**src/lcdid_map.svh**
```systemverilog
`ifndef LCDID_MAP_SVH
`define LCDID_MAP_SVH

// ***************************************************************
// register offsets (byte addresses on the bus)
// ***************************************************************
`define LCDID_OFS_INSTR 8'h00
`define LCDID_OFS_ACCESS 8'h04
`define LCDID_OFS_STATUS 8'h08
`define LCDID_OFS_MODE 8'h0C
`define LCDID_OFS_POWER 8'h10

// ***************************************************************
// field positions and codes
// ***************************************************************
`define LCDID_HSIZE_WORD 3'h2
`define LCDID_ACCESS_WRITE_BIT 0
`define LCDID_SPACE_CODE 8'h20
`define LCDID_AC_HOME 7'h00
`define LCDID_LINE1_LAST 7'h27
`define LCDID_LINE2_FIRST 7'h40
`define LCDID_LINE2_LAST 7'h67
`define LCDID_ONE_LINE_LAST 7'h4F
`define LCDID_SHIFT_LAST_TWO 7'h27
`define LCDID_SHIFT_LAST_ONE 7'h4F

// ***************************************************************
// reset values
// ***************************************************************
`define LCDID_RST_OSC_TRIM 3'h4
`define LCDID_RST_CONTRAST 6'h20
`define LCDID_RST_GAIN 3'h2

// ***************************************************************
// timing
// ***************************************************************
`define LCDID_CLK_PERIOD_NS 5
`define LCDID_BLINK_HALF_NS 400000000
`define LCDID_BLINK_HALF_CYCLES (`LCDID_BLINK_HALF_NS / `LCDID_CLK_PERIOD_NS)

`endif

```
**src/lcdid_pkg.sv**
```systemverilog
package lcdid_pkg;
   timeunit 1ns;
   timeprecision 100ps;

   typedef enum logic [1:0] {
      LCDID_SP_DISP = 2'b00,
      LCDID_SP_GLYPH = 2'b01,
      LCDID_SP_SYM = 2'b10
   } lcdid_space_t;

   typedef struct packed {
      logic bus_width_select;
      logic two_line;
      logic double_height;
      logic table_select;
      logic display_on;
      logic cursor_on;
      logic blink_on;
      logic entry_up;
      logic entry_shift;
   } lcdid_mode_t;

   typedef struct packed {
      logic bias_select;
      logic [2:0] osc_trim;
      logic symbol_on;
      logic booster_on;
      logic follower_on;
      logic [2:0] follower_gain;
      logic [5:0] contrast_level;
   } lcdid_power_t;

   typedef struct packed {
      logic [1:0] font_sync;
      logic bus_sel;
      logic [7:0] bus_addr;
      logic bus_write;
      logic [31:0] rdata;
      logic nib_pend;
      logic [3:0] nib_hi;
      logic filling;
      logic [6:0] fill_addr;
      logic [6:0] address_counter;
      logic [6:0] display_shift;
      lcdid_space_t space;
      lcdid_mode_t mode;
      lcdid_power_t power;
      logic [26:0] blink_cnt;
      logic blink_phase;
   } lcdid_state_t;

endpackage

```
**src/lcdid_decoder.sv**
```systemverilog
// The implementer's own choices: the AHB-Lite interface to the registers and the placing of the registers.
`include "lcdid_map.svh"

module lcdid_decoder #(
   parameter int unsigned BLINK_HALF_CYCLES = `LCDID_BLINK_HALF_CYCLES
) (
   // clock and reset
   input wire logic hclk,
   input wire logic hresetn,
   // ahb-lite slave
   input wire logic hsel,
   input wire logic [31:0] haddr,
   input wire logic [1:0] htrans,
   input wire logic hwrite,
   input wire logic [2:0] hsize,
   input wire logic [31:0] hwdata,
   input wire logic hready,
   output logic hreadyout,
   output logic hresp,
   output logic [31:0] hrdata,
   // font height option pin
   input wire logic font_height_pin,
   // display ram fill port
   output logic ram_we,
   output logic [6:0] ram_addr,
   output logic [7:0] ram_wdata,
   // panel controls
   output logic display_on,
   output logic cursor_on,
   output logic cursor_all_dots,
   output logic two_line,
   output logic font_5x16,
   output logic [6:0] address_counter,
   output logic [6:0] display_shift,
   output logic busy,
   // analog settings
   output lcdid_pkg::lcdid_power_t power
);
   timeunit 1ns;
   timeprecision 100ps;

   // ***************************************************************
   // address stepping
   // ***************************************************************
   function automatic logic [6:0] lcdid_ac_step(
      input logic [6:0] ac,
      input logic up,
      input lcdid_pkg::lcdid_space_t sp,
      input logic two,
      input logic dh
   );
      logic [6:0] last;
      logic [5:0] g;
      logic [3:0] s;
      last = dh ? `LCDID_LINE1_LAST : `LCDID_ONE_LINE_LAST;
      g = up ? ac[5:0] + 6'h01 : ac[5:0] - 6'h01;
      s = up ? ac[3:0] + 4'h1 : ac[3:0] - 4'h1;
      case (sp)
         lcdid_pkg::LCDID_SP_GLYPH: begin
            lcdid_ac_step = {1'b0, g};
         end
         lcdid_pkg::LCDID_SP_SYM: begin
            lcdid_ac_step = {3'h0, s};
         end
         default: begin
            if (two) begin
               // second line starts at a fixed offset, not right after the first
               if (up) begin
                  if (ac == `LCDID_LINE1_LAST) begin
                     lcdid_ac_step = `LCDID_LINE2_FIRST;
                  end else if (ac == `LCDID_LINE2_LAST) begin
                     lcdid_ac_step = `LCDID_AC_HOME;
                  end else begin
                     lcdid_ac_step = ac + 7'h01;
                  end
               end else begin
                  if (ac == `LCDID_LINE2_FIRST) begin
                     lcdid_ac_step = `LCDID_LINE1_LAST;
                  end else if (ac == `LCDID_AC_HOME) begin
                     lcdid_ac_step = `LCDID_LINE2_LAST;
                  end else begin
                     lcdid_ac_step = ac - 7'h01;
                  end
               end
            end else if (up) begin
               lcdid_ac_step = (ac >= last) ? `LCDID_AC_HOME : ac + 7'h01;
            end else begin
               lcdid_ac_step = (ac == `LCDID_AC_HOME) ? last : ac - 7'h01;
            end
         end
      endcase
   endfunction

   // shift position counts left moves; it wraps at the line length
   function automatic logic [6:0] lcdid_shift_step(
      input logic [6:0] sh,
      input logic left,
      input logic short_line
   );
      logic [6:0] last;
      last = short_line ? `LCDID_SHIFT_LAST_TWO : `LCDID_SHIFT_LAST_ONE;
      if (left) begin
         lcdid_shift_step = (sh >= last) ? 7'h00 : sh + 7'h01;
      end else begin
         lcdid_shift_step = (sh == 7'h00) ? last : sh - 7'h01;
      end
   endfunction

   // ***************************************************************
   // state
   // ***************************************************************
   lcdid_pkg::lcdid_state_t s_q;
   lcdid_pkg::lcdid_state_t s_d;

   logic font_pin_high;
   logic addr_ok;
   logic [31:0] rd_val;
   logic go;
   logic [7:0] ib;
   logic short_line;

   assign font_pin_high = s_q.font_sync[1];
   assign short_line = s_q.mode.two_line | s_q.mode.double_height;
   assign addr_ok = hsel & hready & htrans[1] & (hsize == `LCDID_HSIZE_WORD)
      & (haddr[31:8] == 24'h000000);

   // ***************************************************************
   // read mux
   // ***************************************************************
   always_comb begin
      rd_val = 32'h00000000;
      case (haddr[7:0])
         `LCDID_OFS_STATUS: begin
            rd_val = {9'h000, s_q.display_shift, 4'h0, s_q.space, s_q.nib_pend,
               s_q.filling, 1'b0, s_q.address_counter};
         end
         `LCDID_OFS_MODE: begin
            rd_val = {20'h00000, font_5x16, font_pin_high, s_q.mode, 1'b0};
         end
         `LCDID_OFS_POWER: begin
            rd_val = {10'h000, s_q.power.contrast_level, 5'h00,
               s_q.power.follower_gain, 1'b0, s_q.power.follower_on,
               s_q.power.booster_on, s_q.power.symbol_on, s_q.power.bias_select,
               s_q.power.osc_trim};
         end
         default: begin
            rd_val = 32'h00000000;
         end
      endcase
   end

   // ***************************************************************
   // next state
   // ***************************************************************
   always_comb begin
      s_d = s_q;
      go = 1'b0;
      ib = 8'h00;
      s_d.font_sync = {s_q.font_sync[0], font_height_pin};

      // bus address phase; read data is sampled now and shown in the data phase
      s_d.bus_sel = addr_ok;
      if (addr_ok) begin
         s_d.bus_addr = haddr[7:0];
         s_d.bus_write = hwrite;
         s_d.rdata = hwrite ? 32'h00000000 : rd_val;
      end

      // clear fill walks the one-line locations 0x00 to 0x4F, one per cycle
      if (s_q.filling) begin
         s_d.fill_addr = s_q.fill_addr + 7'h01;
         if (s_q.fill_addr == `LCDID_ONE_LINE_LAST) begin
            s_d.filling = 1'b0;
            s_d.fill_addr = 7'h00;
         end
      end

      // writes arriving while busy are dropped; software polls status first
      if (s_q.bus_sel && s_q.bus_write && !s_q.filling) begin
         case (s_q.bus_addr)
            `LCDID_OFS_INSTR: begin
               if (s_q.mode.bus_width_select) begin
                  go = 1'b1;
                  ib = hwdata[7:0];
               end else if (!s_q.nib_pend) begin
                  s_d.nib_hi = hwdata[3:0];
                  s_d.nib_pend = 1'b1;
               end else begin
                  go = 1'b1;
                  ib = {s_q.nib_hi, hwdata[3:0]};
                  s_d.nib_pend = 1'b0;
               end
            end
            `LCDID_OFS_ACCESS: begin
               s_d.address_counter = lcdid_ac_step(s_q.address_counter,
                  s_q.mode.entry_up, s_q.space, s_q.mode.two_line,
                  s_q.mode.double_height);
               if (hwdata[`LCDID_ACCESS_WRITE_BIT] && s_q.mode.entry_shift
                     && s_q.space == lcdid_pkg::LCDID_SP_DISP) begin
                  s_d.display_shift = lcdid_shift_step(s_q.display_shift,
                     s_q.mode.entry_up, short_line);
               end
            end
            default: begin
            end
         endcase
      end

      // ***************************************************************
      // instruction execution
      // ***************************************************************
      if (go) begin
         casez (ib)
            8'b1???????: begin
               s_d.address_counter = ib[6:0];
               s_d.space = lcdid_pkg::LCDID_SP_DISP;
            end
            8'b01??????: begin
               if (!s_q.mode.table_select) begin
                  s_d.address_counter = {1'b0, ib[5:0]};
                  s_d.space = lcdid_pkg::LCDID_SP_GLYPH;
               end else begin
                  case (ib[5:4])
                     2'b00: begin
                        s_d.address_counter = {3'h0, ib[3:0]};
                        s_d.space = lcdid_pkg::LCDID_SP_SYM;
                     end
                     2'b01: begin
                        s_d.power.symbol_on = ib[3];
                        s_d.power.booster_on = ib[2];
                        s_d.power.contrast_level[5:4] = ib[1:0];
                     end
                     2'b10: begin
                        s_d.power.follower_on = ib[3];
                        s_d.power.follower_gain = ib[2:0];
                     end
                     default: begin
                        s_d.power.contrast_level[3:0] = ib[3:0];
                     end
                  endcase
               end
            end
            8'b001?????: begin
               // bit 1 is a test position the host keeps at zero; it is not decoded
               s_d.mode.bus_width_select = ib[4];
               s_d.mode.two_line = ib[3];
               s_d.mode.double_height = ib[2];
               s_d.mode.table_select = ib[0];
               s_d.nib_pend = 1'b0;
            end
            8'b0001????: begin
               if (s_q.mode.table_select) begin
                  s_d.power.bias_select = ib[3];
                  s_d.power.osc_trim = ib[2:0];
               end else if (!ib[3]) begin
                  s_d.address_counter = lcdid_ac_step(s_q.address_counter, ib[2],
                     s_q.space, s_q.mode.two_line, s_q.mode.double_height);
               end else begin
                  s_d.display_shift = lcdid_shift_step(s_q.display_shift, !ib[2],
                     short_line);
               end
            end
            8'b00001???: begin
               s_d.mode.display_on = ib[2];
               s_d.mode.cursor_on = ib[1];
               s_d.mode.blink_on = ib[0];
            end
            8'b000001??: begin
               s_d.mode.entry_up = ib[1];
               s_d.mode.entry_shift = ib[0];
            end
            8'b0000001?: begin
               s_d.address_counter = `LCDID_AC_HOME;
               s_d.display_shift = 7'h00;
               s_d.space = lcdid_pkg::LCDID_SP_DISP;
            end
            8'b00000001: begin
               s_d.filling = 1'b1;
               s_d.fill_addr = 7'h00;
               s_d.address_counter = `LCDID_AC_HOME;
               s_d.display_shift = 7'h00;
               s_d.mode.entry_up = 1'b1;
               s_d.space = lcdid_pkg::LCDID_SP_DISP;
            end
            default: begin
            end
         endcase
      end

      // blink timer only runs while blinking is on, so the phase starts fresh
      if (s_q.mode.blink_on) begin
         if (s_q.blink_cnt >= 27'(BLINK_HALF_CYCLES - 1)) begin
            s_d.blink_cnt = 27'h0000000;
            s_d.blink_phase = !s_q.blink_phase;
         end else begin
            s_d.blink_cnt = s_q.blink_cnt + 27'h0000001;
         end
      end else begin
         s_d.blink_cnt = 27'h0000000;
         s_d.blink_phase = 1'b0;
      end
   end

   // ***************************************************************
   // registers
   // ***************************************************************
   always_ff @(posedge hclk or negedge hresetn) begin
      if (!hresetn) begin
         s_q <= '{
            filling: 1'b1, address_counter: `LCDID_AC_HOME,
            space: lcdid_pkg::LCDID_SP_DISP,
            mode: '{bus_width_select: 1'b1, entry_up: 1'b1, default: 1'b0},
            power: '{osc_trim: `LCDID_RST_OSC_TRIM, follower_gain: `LCDID_RST_GAIN,
               contrast_level: `LCDID_RST_CONTRAST, default: '0},
            default: '0
         };
      end else begin
         s_q <= s_d;
      end
   end

   // ***************************************************************
   // outputs
   // ***************************************************************
   assign hreadyout = 1'b1;
   assign hresp = 1'b0;
   assign hrdata = s_q.rdata;
   assign ram_we = s_q.filling;
   assign ram_addr = s_q.fill_addr;
   assign ram_wdata = `LCDID_SPACE_CODE;
   assign display_on = s_q.mode.display_on;
   assign cursor_on = s_q.mode.cursor_on;
   assign cursor_all_dots = s_q.mode.blink_on & s_q.blink_phase;
   assign two_line = s_q.mode.two_line;
   // the pin forces the normal font; double height never pairs with two lines
   assign font_5x16 = s_q.mode.double_height & ~s_q.mode.two_line
      & ~font_pin_high;
   assign address_counter = s_q.address_counter;
   assign display_shift = s_q.display_shift;
   assign busy = s_q.filling;
   assign power = s_q.power;

endmodule

```
**config.mk**
```make
export PLATFORM = sky130hd
export DESIGN_NAME = lcdid_decoder
export DESIGN_NICKNAME = d
export VERILOG_FILES = /design/src/lcdid_pkg.sv /design/src/lcdid_decoder.sv
export VERILOG_INCLUDE_DIRS = /design/src /design/src/src
export SDC_FILE = /design/constraint.sdc
export NUM_CORES = 1
export LEC_CHECK = 0
export BUFFER_PORTS_ARGS = -buffer_cell sky130_fd_sc_hd__buf_2
export CORE_MARGIN = 8
export CORE_UTILIZATION = 35
export CTS_CLUSTER_SIZE = 24
export DETAILED_ROUTE_END_ITERATION = 7
export GPL_TIMING_DRIVEN = 0
export PLACE_DENSITY = 0.64
export SETUP_SLACK_MARGIN = 0.5
export SYNTH_ARGS = -nofsm -noshare
export SYNTH_HDL_FRONTEND = slang
export SYNTH_SLANG_ARGS = --single-unit
export TNS_END_PERCENT = 5
```
**constraint.sdc**
```tcl
create_clock -name hclk -period 5.99 [get_ports hclk]
set_input_delay 1.198 -clock hclk [delete_from_list [all_inputs] [get_ports hclk]]
set_output_delay 1.198 -clock hclk [all_outputs]
set_load 0.02 [all_outputs]
```
==> impl_metrics.ini, run 1 <==
[synth]
synth.ff_latch_count = 113
synth_most_common_cell = nand2_1
synth_area_leaders = dfrtp_1 (33%), buf_4 (7.7%), nand2_1 (6.3%)
synth_top_area_share_pct = 33.4
synth-edff-count = 0
synth-xor-area-share_pct = 4.80
yosysSeqAreaShare_pct = 35.4
synth_top_family_by_area = simple AND/OR/NAND/NOR gates
synthAdderAreaFrac_pct = 2.81
syn-cell-area_sq_mm = 0.00802
synthMuxAreaShare_pct = 2.18
yosysWarnings = 0
synth_ff_type = dfrtp_1
ys_top_cells_by_count = nand2_1 (134), dfrtp_1 (107), o21ai_0 (95)
yosysTopAreaCell = dfrtp_1
syn_area_per_cell_sq_um = 8.19
synthArstFlopShare_pct = 100
synth-simple-area-share_pct = 23.5
synth_compound_area_share_pct = 19.9
syn_inst = 979
synthDistinctLibCells = 77

[final_layout]
drive_gt1_share_pct = 22.9
final_nets = 1225
antenna_cells = 0
final_core_util_pct = 42.5
nFillCells = 2315
area_growth_syn_to_layout_pct = 19.6
multi_input_area_sq_mm = 0.00436
seq_area_sq_mm = 0.00284

[critical_path]
cp.buffers_inverters = 3
worst-setup-path-type = reg -> out
arrival_ns = 2.30
critPathMaxFanout = 10
crit_chain = clkbuf_1, clkbuf_1, nor3_1, buf_2
worstPathRequired_ns = 4.79
crit_family = buffers and inverters
endpoint_kind = output port
critPathMaxStageDelay_ns = 0.60
start_kind = register
worst_path_most_repeated_cell = clkbuf_1
cp_slowest_cell = clkbuf_1

[clocking]
cts_made_buffers = 17
clk-insertion-delay-late_ns = 0.42
hold_buffers = 0
cts_resized = 0
cts.sinks = 113
cts-root-buf = clkbuf_16
post_cts_buffers = 0
cts_buffer_depth = 2
clk_pin_slew_ns = 0.06
htreeDepth = 4
cts_tree = built

[placement]
hpwlAfterDp_um = 19400
io_buffers = 112
gp_congestion = 0.943

[floorplan]
ios = 161
rows = 55
chipWidth_um = 167
die_h_um = 167
start_util_pct = 35.5
coreArea_sq_mm = 0.0226
dieArea_sq_mm = 0.0280

[global_route]
grt_max_degree = 87
antenna_found_initial = 1
grt_overflow = 0
grt_pass1_vias = 7591
grt_pass1_wl_um = 41300
track_usage_pct = 18.2

[routing]
drt-vias-per-instance = 5.56
num_vias = 7947
initialDrtViolationCount = 798
drc = 0
wl_um = 25800
avgRoutedWirePerCell_um = 18.1
first_pass_iters = 8
drt.antenna.violating_nets = 0

[power_and_ir_drop]
combinationalPowerShare_pct = 3.8
clkPwrFrac_pct = 52.6
p_leak_nw = 4.32
power_switching_mw = 0.418
power.density_mw_per_mm2 = 183
irDropWorstVdd_mv = 0.134
p_seq_share_pct = 43.7
internal_power_mw = 1.34
swShare_pct = 23.8

[sta]
min_period_ns = 3.50
final_max_slew_viol_count = 0
max_freq_ghz = 0.286
fin_skew_ns = 0.0107
setup_viol_count_final = 0
rsz0062_at_grt = false
worstMarginPinSlew_ns = 1.13
slew_headroom_pct = 24.0
finalHoldViolCount = 0
fin_crit_sh_pct = 58.5
setup_tns_ns = 0

[run]
drv_cap = 0

[status]
status = completed

[worst_hold_path]
hold_class = reg -> reg
final timing paths:
check	from	end	slack, ns	depth (start not counted)
setup / recovery	two_line	font_5x16	2.49	4
hold / removal	s_d[125]	font_pin_high	0.35	0
setup reg to reg	busy	address_counter[4]	2.61	9
hold reg to reg	s_d[125]	font_pin_high	0.35	0
max in group asynchronous	hresetn	power[5]	4.62	2
min in group asynchronous	hresetn	s_q[121]	0.65	1
stage by stage:
stage	cells	setup slack [ns]	cell area (sq um)	total power [mW]	hold WS, ns
after CTS	1429	2.50	9590	1.78	0.352
final	1429	2.49	9590	1.76	0.351
after floorplan	1000	2.99	8100	0.809	0.331
after global routing	1429	2.38	9590	1.81	0.369
after global placement	1397	2.29	9020	0.845	0.338
after detailed placement	1398	2.45	9060	0.848	0.339
power by group through the flow:
| stage | Combinational, mW | Clock, mW | Sequential, mW |
|---|---|---|---|
| after detailed placement | 0.0671 | 0 | 0.781 |
| after CTS | 0.0671 | 0.942 | 0.767 |
| after global routing | 0.0743 | 0.973 | 0.767 |
| after floorplan | 0.0281 | 0 | 0.781 |
| after global placement | 0.0640 | 0 | 0.781 |
| final | 0.0665 | 0.924 | 0.767 |
cell usage in the layout, fill, tap and decap left out, types with 8 or more instances in the layout:
| master | Yosys | final |
|---|---|---|
| nand4_1 | 19 | 19 |
| inv_1 | 22 | 22 |
| xor2_1 | 24 | 24 |
| nand2_1 | 134 | 134 |
| clkbuf_1 | 46 | 46 |
| dfrtp_1 | 107 | 107 |
| buf_2 | 3 | 114 |
| buf_4 | 82 | 82 |
| nor4_1 | 14 | 13 |
| and3_1 | 10 | 10 |
| clkbuf_16 | 0 | 17 |
| nand3_1 | 36 | 36 |
| o211ai_1 | 12 | 12 |
| a22oi_1 | 14 | 14 |
| a222oi_1 | 9 | 9 |
| or3_1 | 8 | 8 |
| conb_1 | 2 | 23 |
| o21ai_0 | 95 | 95 |
| nor3_1 | 26 | 26 |
| xnor2_1 | 20 | 20 |
| or4_1 | 9 | 9 |
| nor2_1 | 84 | 84 |
| ha_1 | 18 | 18 |
| a31oi_1 | 11 | 11 |
| and2_1 | 11 | 11 |
| a21oi_1 | 32 | 32 |
layer usage:
metal,wire length (um),GRT usage [%]
met3,2060,3.86
met4,747,7.49
met5,13,0
met1,11200,23.9
met2,11800,28.7
area by class of cell:
class	instances	share of cell area, %
Multi-Input combinational cell	730	45.5
Sequential cell	113	29.6
Timing Repair Buffer	113	6.19
Buffer	135	8.61
Inverter	22	0.861
Clock buffer	19	4.72
Tap cell	285	3.72
Clock inverter	12	0.887
state kept, by name (all words and copies together), names as in the netlist:
name,count
power,16
font_pin_high,1
display_on,1
two_line,1
busy,1
ram_addr,7
address_counter,7
display_shift,7
s_q,51
cursor_on,1
s_d,1
hrdata,19
cell families (layout without fill, tap and decap cells):
family	after synthesis	count (layout)
simple gates	388	388
compound gates	244	244
buf+inv	157	301
xor+xnor	44	44
fa+ha+maj	18	18
flops	113	113
mux	13	13
other cells	2	23
Note: power is estimated with default switching activity, not from simulation.
==> run 2, diff against run 1 <==
ABC_AREA = 1   (was unset)
PLACE_DENSITY = 0.66   (was 0.64)
clock period = 3.1 ns   (was 5.99 ns; I/O delays follow)
==> impl_metrics.ini, run 2 <==
[synth]
synth_most_common_cell = nand2_1
synth_top_area_share_pct = 32.4
yosysWarnings = 0
syn_inst = 1166
synthDistinctLibCells = 58
synth_ff_type = dfrtp_1
yosysSeqAreaShare_pct = 34.3
synth-edff-count = 0
synthArstFlopShare_pct = 100
ys_top_cells_by_count = nand2_1 (261), nor2_1 (137), nand3_1 (113)
synth.ff_latch_count = 113
syn_area_per_cell_sq_um = 7.09
yosysTopAreaCell = dfrtp_1
syn-cell-area_sq_mm = 0.00826
synth_area_leaders = dfrtp_1 (32%), nand2_1 (12%), buf_4 (7.4%)

[sta]
fin_skew_ns = 0.0104
worstMarginPinSlew_ns = 0.994
setup_tns_ns = 0
setup_viol_count_final = 0
min_period_ns = 2.57
rsz0062_at_grt = true
final_max_slew_viol_count = 0
fin_crit_sh_pct = 82.8
finalHoldViolCount = 0
slew_headroom_pct = 33.2
max_freq_ghz = 0.389

[final_layout]
instances_no_fill = 1653
most-common-layout-cells = nand2_1 (259), nor2_1 (134), buf_2 (121)
final_nets = 1414
antenna_cells = 0
final_common_cell = nand2_1
fin_area_sq_mm = 0.00999
drive_gt1_share_pct = 22.1
area_growth_syn_to_layout_pct = 20.9
nFillCells = 2460
largest_reg_flops = 51
top_register = s_q

[routing]
wl_um = 27400
initialDrtViolationCount = 779
drc = 0
drt.antenna.violating_nets = 0
first_pass_iters = 5
num_vias = 8292
drt-vias-per-instance = 5.02
avgRoutedWirePerCell_um = 16.6

[placement]
place_inst = 1619
gp_congestion = 0.966
io_buffers = 112
dpl_cell_area_sq_mm = 0.00934
hpwlAfterDp_um = 21200

[critical_path]
arrival_ns = 2.91
endpoint_kind = register
start_kind = register
worst-setup-path-type = reg -> reg
critPathMaxFanout = 8
worstPathRequired_ns = 3.44

[clocking]
cts_buffer_depth = 2
cts_made_buffers = 17
clk_pin_slew_ns = 0.06
clk-insertion-delay-late_ns = 0.42
cts-root-buf = clkbuf_16
htreeDepth = 4
cts_tree = built
cts.sinks = 113

[global_route]
grt_pass1_vias = 8107
grt_pass1_wl_um = 44000
grt_max_degree = 76
track_usage_pct = 19.2
antenna_found_initial = 0
grt_overflow = 0

[floorplan]
start_util_pct = 35.4
rows = 56
dieArea_sq_mm = 0.0288
ios = 161
die_h_um = 170
chipWidth_um = 170
coreArea_sq_mm = 0.0233

[run]
drv_cap = 0

[status]
status = completed

[power_and_ir_drop]
power.density_mw_per_mm2 = 368
p_leak_nw = 4.99
irDropWorstVdd_mv = 0.291
p_total_mw = 3.68

[worst_hold_path]
hold_class = in -> async
-- run 2: cell families after synthesis --
logic type | Yosys count | synth area share, %
fa+ha+maj | 18 | 2.73
flops | 113 | 34.3
buf+inv | 225 | 14.2
compound gates | 185 | 13.1
other cells | 2 | 0.0909
xor+xnor | 29 | 3.07
mux | 1 | 0.121
simple gates | 593 | 32.4
-- run 2: per-stage QoR --
stage	worst slack, ns	hold WS [ns]	util, %
after floorplan	0.722	0.324	-
after global placement	-0.0526	0.356	39.9
after detailed placement	0.0708	0.353	40.0
after CTS	0.441	0.113	42.7
after global routing	0.392	0.118	42.8
final	0.532	0.105	42.8
-- run 2: critical path, cell delays in order, from the launching register on --
cell and delay [ns]:
dfrtp_1 0.40, buf_4 0.20, nor2_4 0.14, inv_1 0.09, ha_1 0.31, a21oi_1 0.15
a21boi_2 0.18, nand2_1 0.10, nor2_4 0.17, buf_4 0.14, nand3_1 0.06, nand3_1 0.11
o21ai_0 0.11, nor2_1 0.14, nor2_1 0.06, a21oi_1 0.12
-- run 2: worst paths after layout --
kind	end	cells past startpoint	slack (ns)	start
worst min register to register	font_pin_high	0	0.37	s_d[125]
min in group hclk	s_d[125]	1	0.32	font_height_pin
worst max-delay path	display_shift[3]	15	0.53	two_line
worst min-delay path	s_q[15]	1	0.11	hresetn
worst max register to register	display_shift[3]	15	0.53	two_line
max in group asynchronous	power[7]	2	2.23	hresetn
-- run 2: cell type report --
| cell class | instances | area, sq um | share of cell area [%] |
|---|---|---|---|
| Clock inverter | 14 | 179 | 1.79 |
| Timing Repair Buffer | 115 | 609 | 6.10 |
| Inverter | 117 | 445 | 4.46 |
| Tap cell | 319 | 399 | 3.99 |
| Buffer | 108 | 734 | 7.35 |
| Clock buffer | 18 | 429 | 4.29 |
| Sequential cell | 113 | 2840 | 28.4 |
| Multi-Input combinational cell | 849 | 4360 | 43.6 |
-- run 2: per-layer routing --
layer,vias up,wire (um),share of wire (%),track usage [%]
met1,3904,11900,44,24.5
li1,4068,-,-,-
met3,39,1710,6.2,3.88
met5,-,0,0,0
met4,0,495,1.8,5.66
met2,281,13300,48,32.3
-- run 2: repair_timing --
item	in CTS	in global routing
setup buffers	0	2
cloned	0	0
hold endpoints to repair	0	0
resized for setup	7	10
pin swaps	0	1
endpoints found under the setup margin	12	13
hold buffers	0	0
-- run 2: power breakdown --
part | switching (mW) | leakage [nW] | internal (mW) | total [mW]
Sequential | 0.00204 | 1.47 | 1.48 | 1.48
Clock | 0.746 | 0.288 | 1.27 | 2.02
Combinational | 0.113 | 3.23 | 0.0615 | 0.174
Total | 0.861 | 4.99 | 2.81 | 3.68
==> run 3, diff against run 2 <==
ABC_AREA = 0   (was 1)
PLACE_DENSITY = 0.64   (was 0.66)
clock period = 2.5 ns   (was 3.1 ns; I/O delays follow)
==> impl_metrics.ini, run 3 (synthesis gave the netlist of run 1 again) <==
[status]
status = complete, but fails checks
violations = negative setup slack

[clocking]
cts_tree = built
cts.sinks = 113
htreeDepth = 4
clk_pin_slew_ns = 0.06
cts_made_buffers = 17
clk-insertion-delay-late_ns = 0.43
cts_buffer_depth = 2
cts-root-buf = clkbuf_16

[power_and_ir_drop]
power.density_mw_per_mm2 = 452
irDropWorstVdd_mv = 0.345
p_leak_nw = 4.75
p_total_mw = 4.78

[sta]
worstMarginPinSlew_ns = 1.19
fin_skew_ns = 0.00749
max_freq_ghz = 0.350
slew_headroom_pct = 19.5
fin_ws_ns = -0.360
min_period_ns = 2.86
hold_ws_ns = 0.178
final_max_slew_viol_count = 0
fin_crit_sh_pct = 114
rsz0062_at_grt = true
finalHoldViolCount = 0
setup_viol_count_final = 34

[critical_path]
worstPathRequired_ns = 2.80
worst-setup-path-type = reg -> reg
crit_family = simple AND/OR/NAND/NOR gates
cp.buffers_inverters = 1
start_kind = register
endpoint_kind = register
crit_chain = or4_4, or4_4, buf_8, nor2_4, o311ai_0, a21oi_1, o32ai_1, a221o_1
cp_slowest_cell = or4_4
critPathMaxStageDelay_ns = 0.58
arrival_ns = 3.16
worst_path_most_repeated_cell = or4_4
critPathMaxFanout = 6

[global_route]
grt_pass1_vias = 7718
grt_overflow = 0
antenna_found_initial = 1
grt_pass1_wl_um = 41900
grt_max_degree = 74
track_usage_pct = 18.5

[run]
drv_cap = 0

[floorplan]
start_util_pct = 35.5
rows = 55
dieArea_sq_mm = 0.0280
die_h_um = 167
coreArea_sq_mm = 0.0226
ios = 161
chipWidth_um = 167

[final_layout]
final_core_util_pct = 46.9
final_common_cell = nand2_1
most-common-layout-cells = nand2_1 (126), buf_2 (114), dfrtp_1 (104)
top_register = s_q
area_growth_syn_to_layout_pct = 31.9
final_nets = 1246
drive_gt1_share_pct = 33.3
largest_reg_flops = 51
antenna_cells = 0
fin_area_sq_mm = 0.0106

[placement]
dpl_cell_area_sq_mm = 0.00907
gp_congestion = 0.941
hpwlAfterDp_um = 19400
io_buffers = 112

[routing]
num_vias = 8138
drc = 0
first_pass_iters = 6
wl_um = 26600
drt-vias-per-instance = 5.61
avgRoutedWirePerCell_um = 18.4
initialDrtViolationCount = 817
drt.antenna.violating_nets = 0

[worst_hold_path]
hold_class = in -> reg
## run 3: changes by cell type in the layout (fill, tap and decap cells not counted), sizes merged, moves of 12 or more
cell,previous run,this run
inv,117,26
nor2,147,86
xnor2,6,20
a22oi,2,14
buf,209,229
clkbuf,32,57
nand3,115,36
nand2,269,134
## run 3: stage by stage
stage	setup WS [ns]	setup TNS (ns)	instances
floorplan	-0.101	-0.768	1000
global placement	-0.763	-76.63	1397
detailed placement	-0.777	-25.33	1398
CTS	-0.311	-7.18	1442
global route	-0.414	-7.21	1451
finish	-0.360	-4.65	1451
## run 3: layout make-up
| class | instances | area (sq um) |
|---|---|---|
| tap | 285 | 357 |
| clock inverter | 14 | 225 |
| multi-input combinational | 730 | 4900 |
| sequential | 113 | 2840 |
| timing repair buffer | 134 | 793 |
| buffer | 135 | 940 |
| inverter | 22 | 82.6 |
| fill | 2201 | 12000 |
| clock buffer | 18 | 439 |
## run 3: final timing paths
path / start / to / slack (ns) / depth (start not counted)
worst max-delay path: s_q[115] / address_counter[3] / -0.36 / 8
worst min-delay path: font_height_pin / s_d[125] / 0.18 / 1
worst max register to register: s_q[115] / address_counter[3] / -0.36 / 8
worst min register to register: s_d[125] / font_pin_high / 0.35 / 0
max in group asynchronous: hresetn / power[5] / 1.22 / 3
min in group asynchronous: hresetn / s_q[115] / 0.55 / 2
## run 3: timing repair
action / in CTS / in global routing
endpoints found under the hold margin: 21 / 0
pin swaps: 13 / 49
endpoints found under the setup margin: 109 / 112
buffers inserted: 11 / 9
hold buffers: 1 / 0
gates resized for setup: 67 / 140
## run 3: worst reg2reg max path, stage by stage (launching register included)
cell and delay, ns:
dfrtp_1 0.38, or4_4 0.58, or4_4 0.56, buf_8 0.17
nor2_4 0.16, o311ai_0 0.17, a21oi_1 0.23, o32ai_1 0.11
a221o_1 0.37
## run 3: power by group
group          internal [mW]  switching (mW)
registers               1.84         0.00382
clock network           1.81           0.958
logic                 0.0675           0.106
total                   3.71            1.07
## run 3: metal layers
| layer | up-vias | track usage (%) | part of all wire [%] | routed length, um |
|---|---|---|---|---|
| met5 | - | 0 | 0.045 | 12 |
| met4 | 2 | 6.83 | 2.9 | 779 |
| met3 | 72 | 5.08 | 8.7 | 2310 |
| met2 | 401 | 29.2 | 46 | 12200 |
| met1 | 3882 | 24.0 | 42 | 11300 |
| li1 | 3781 | - | - | - |
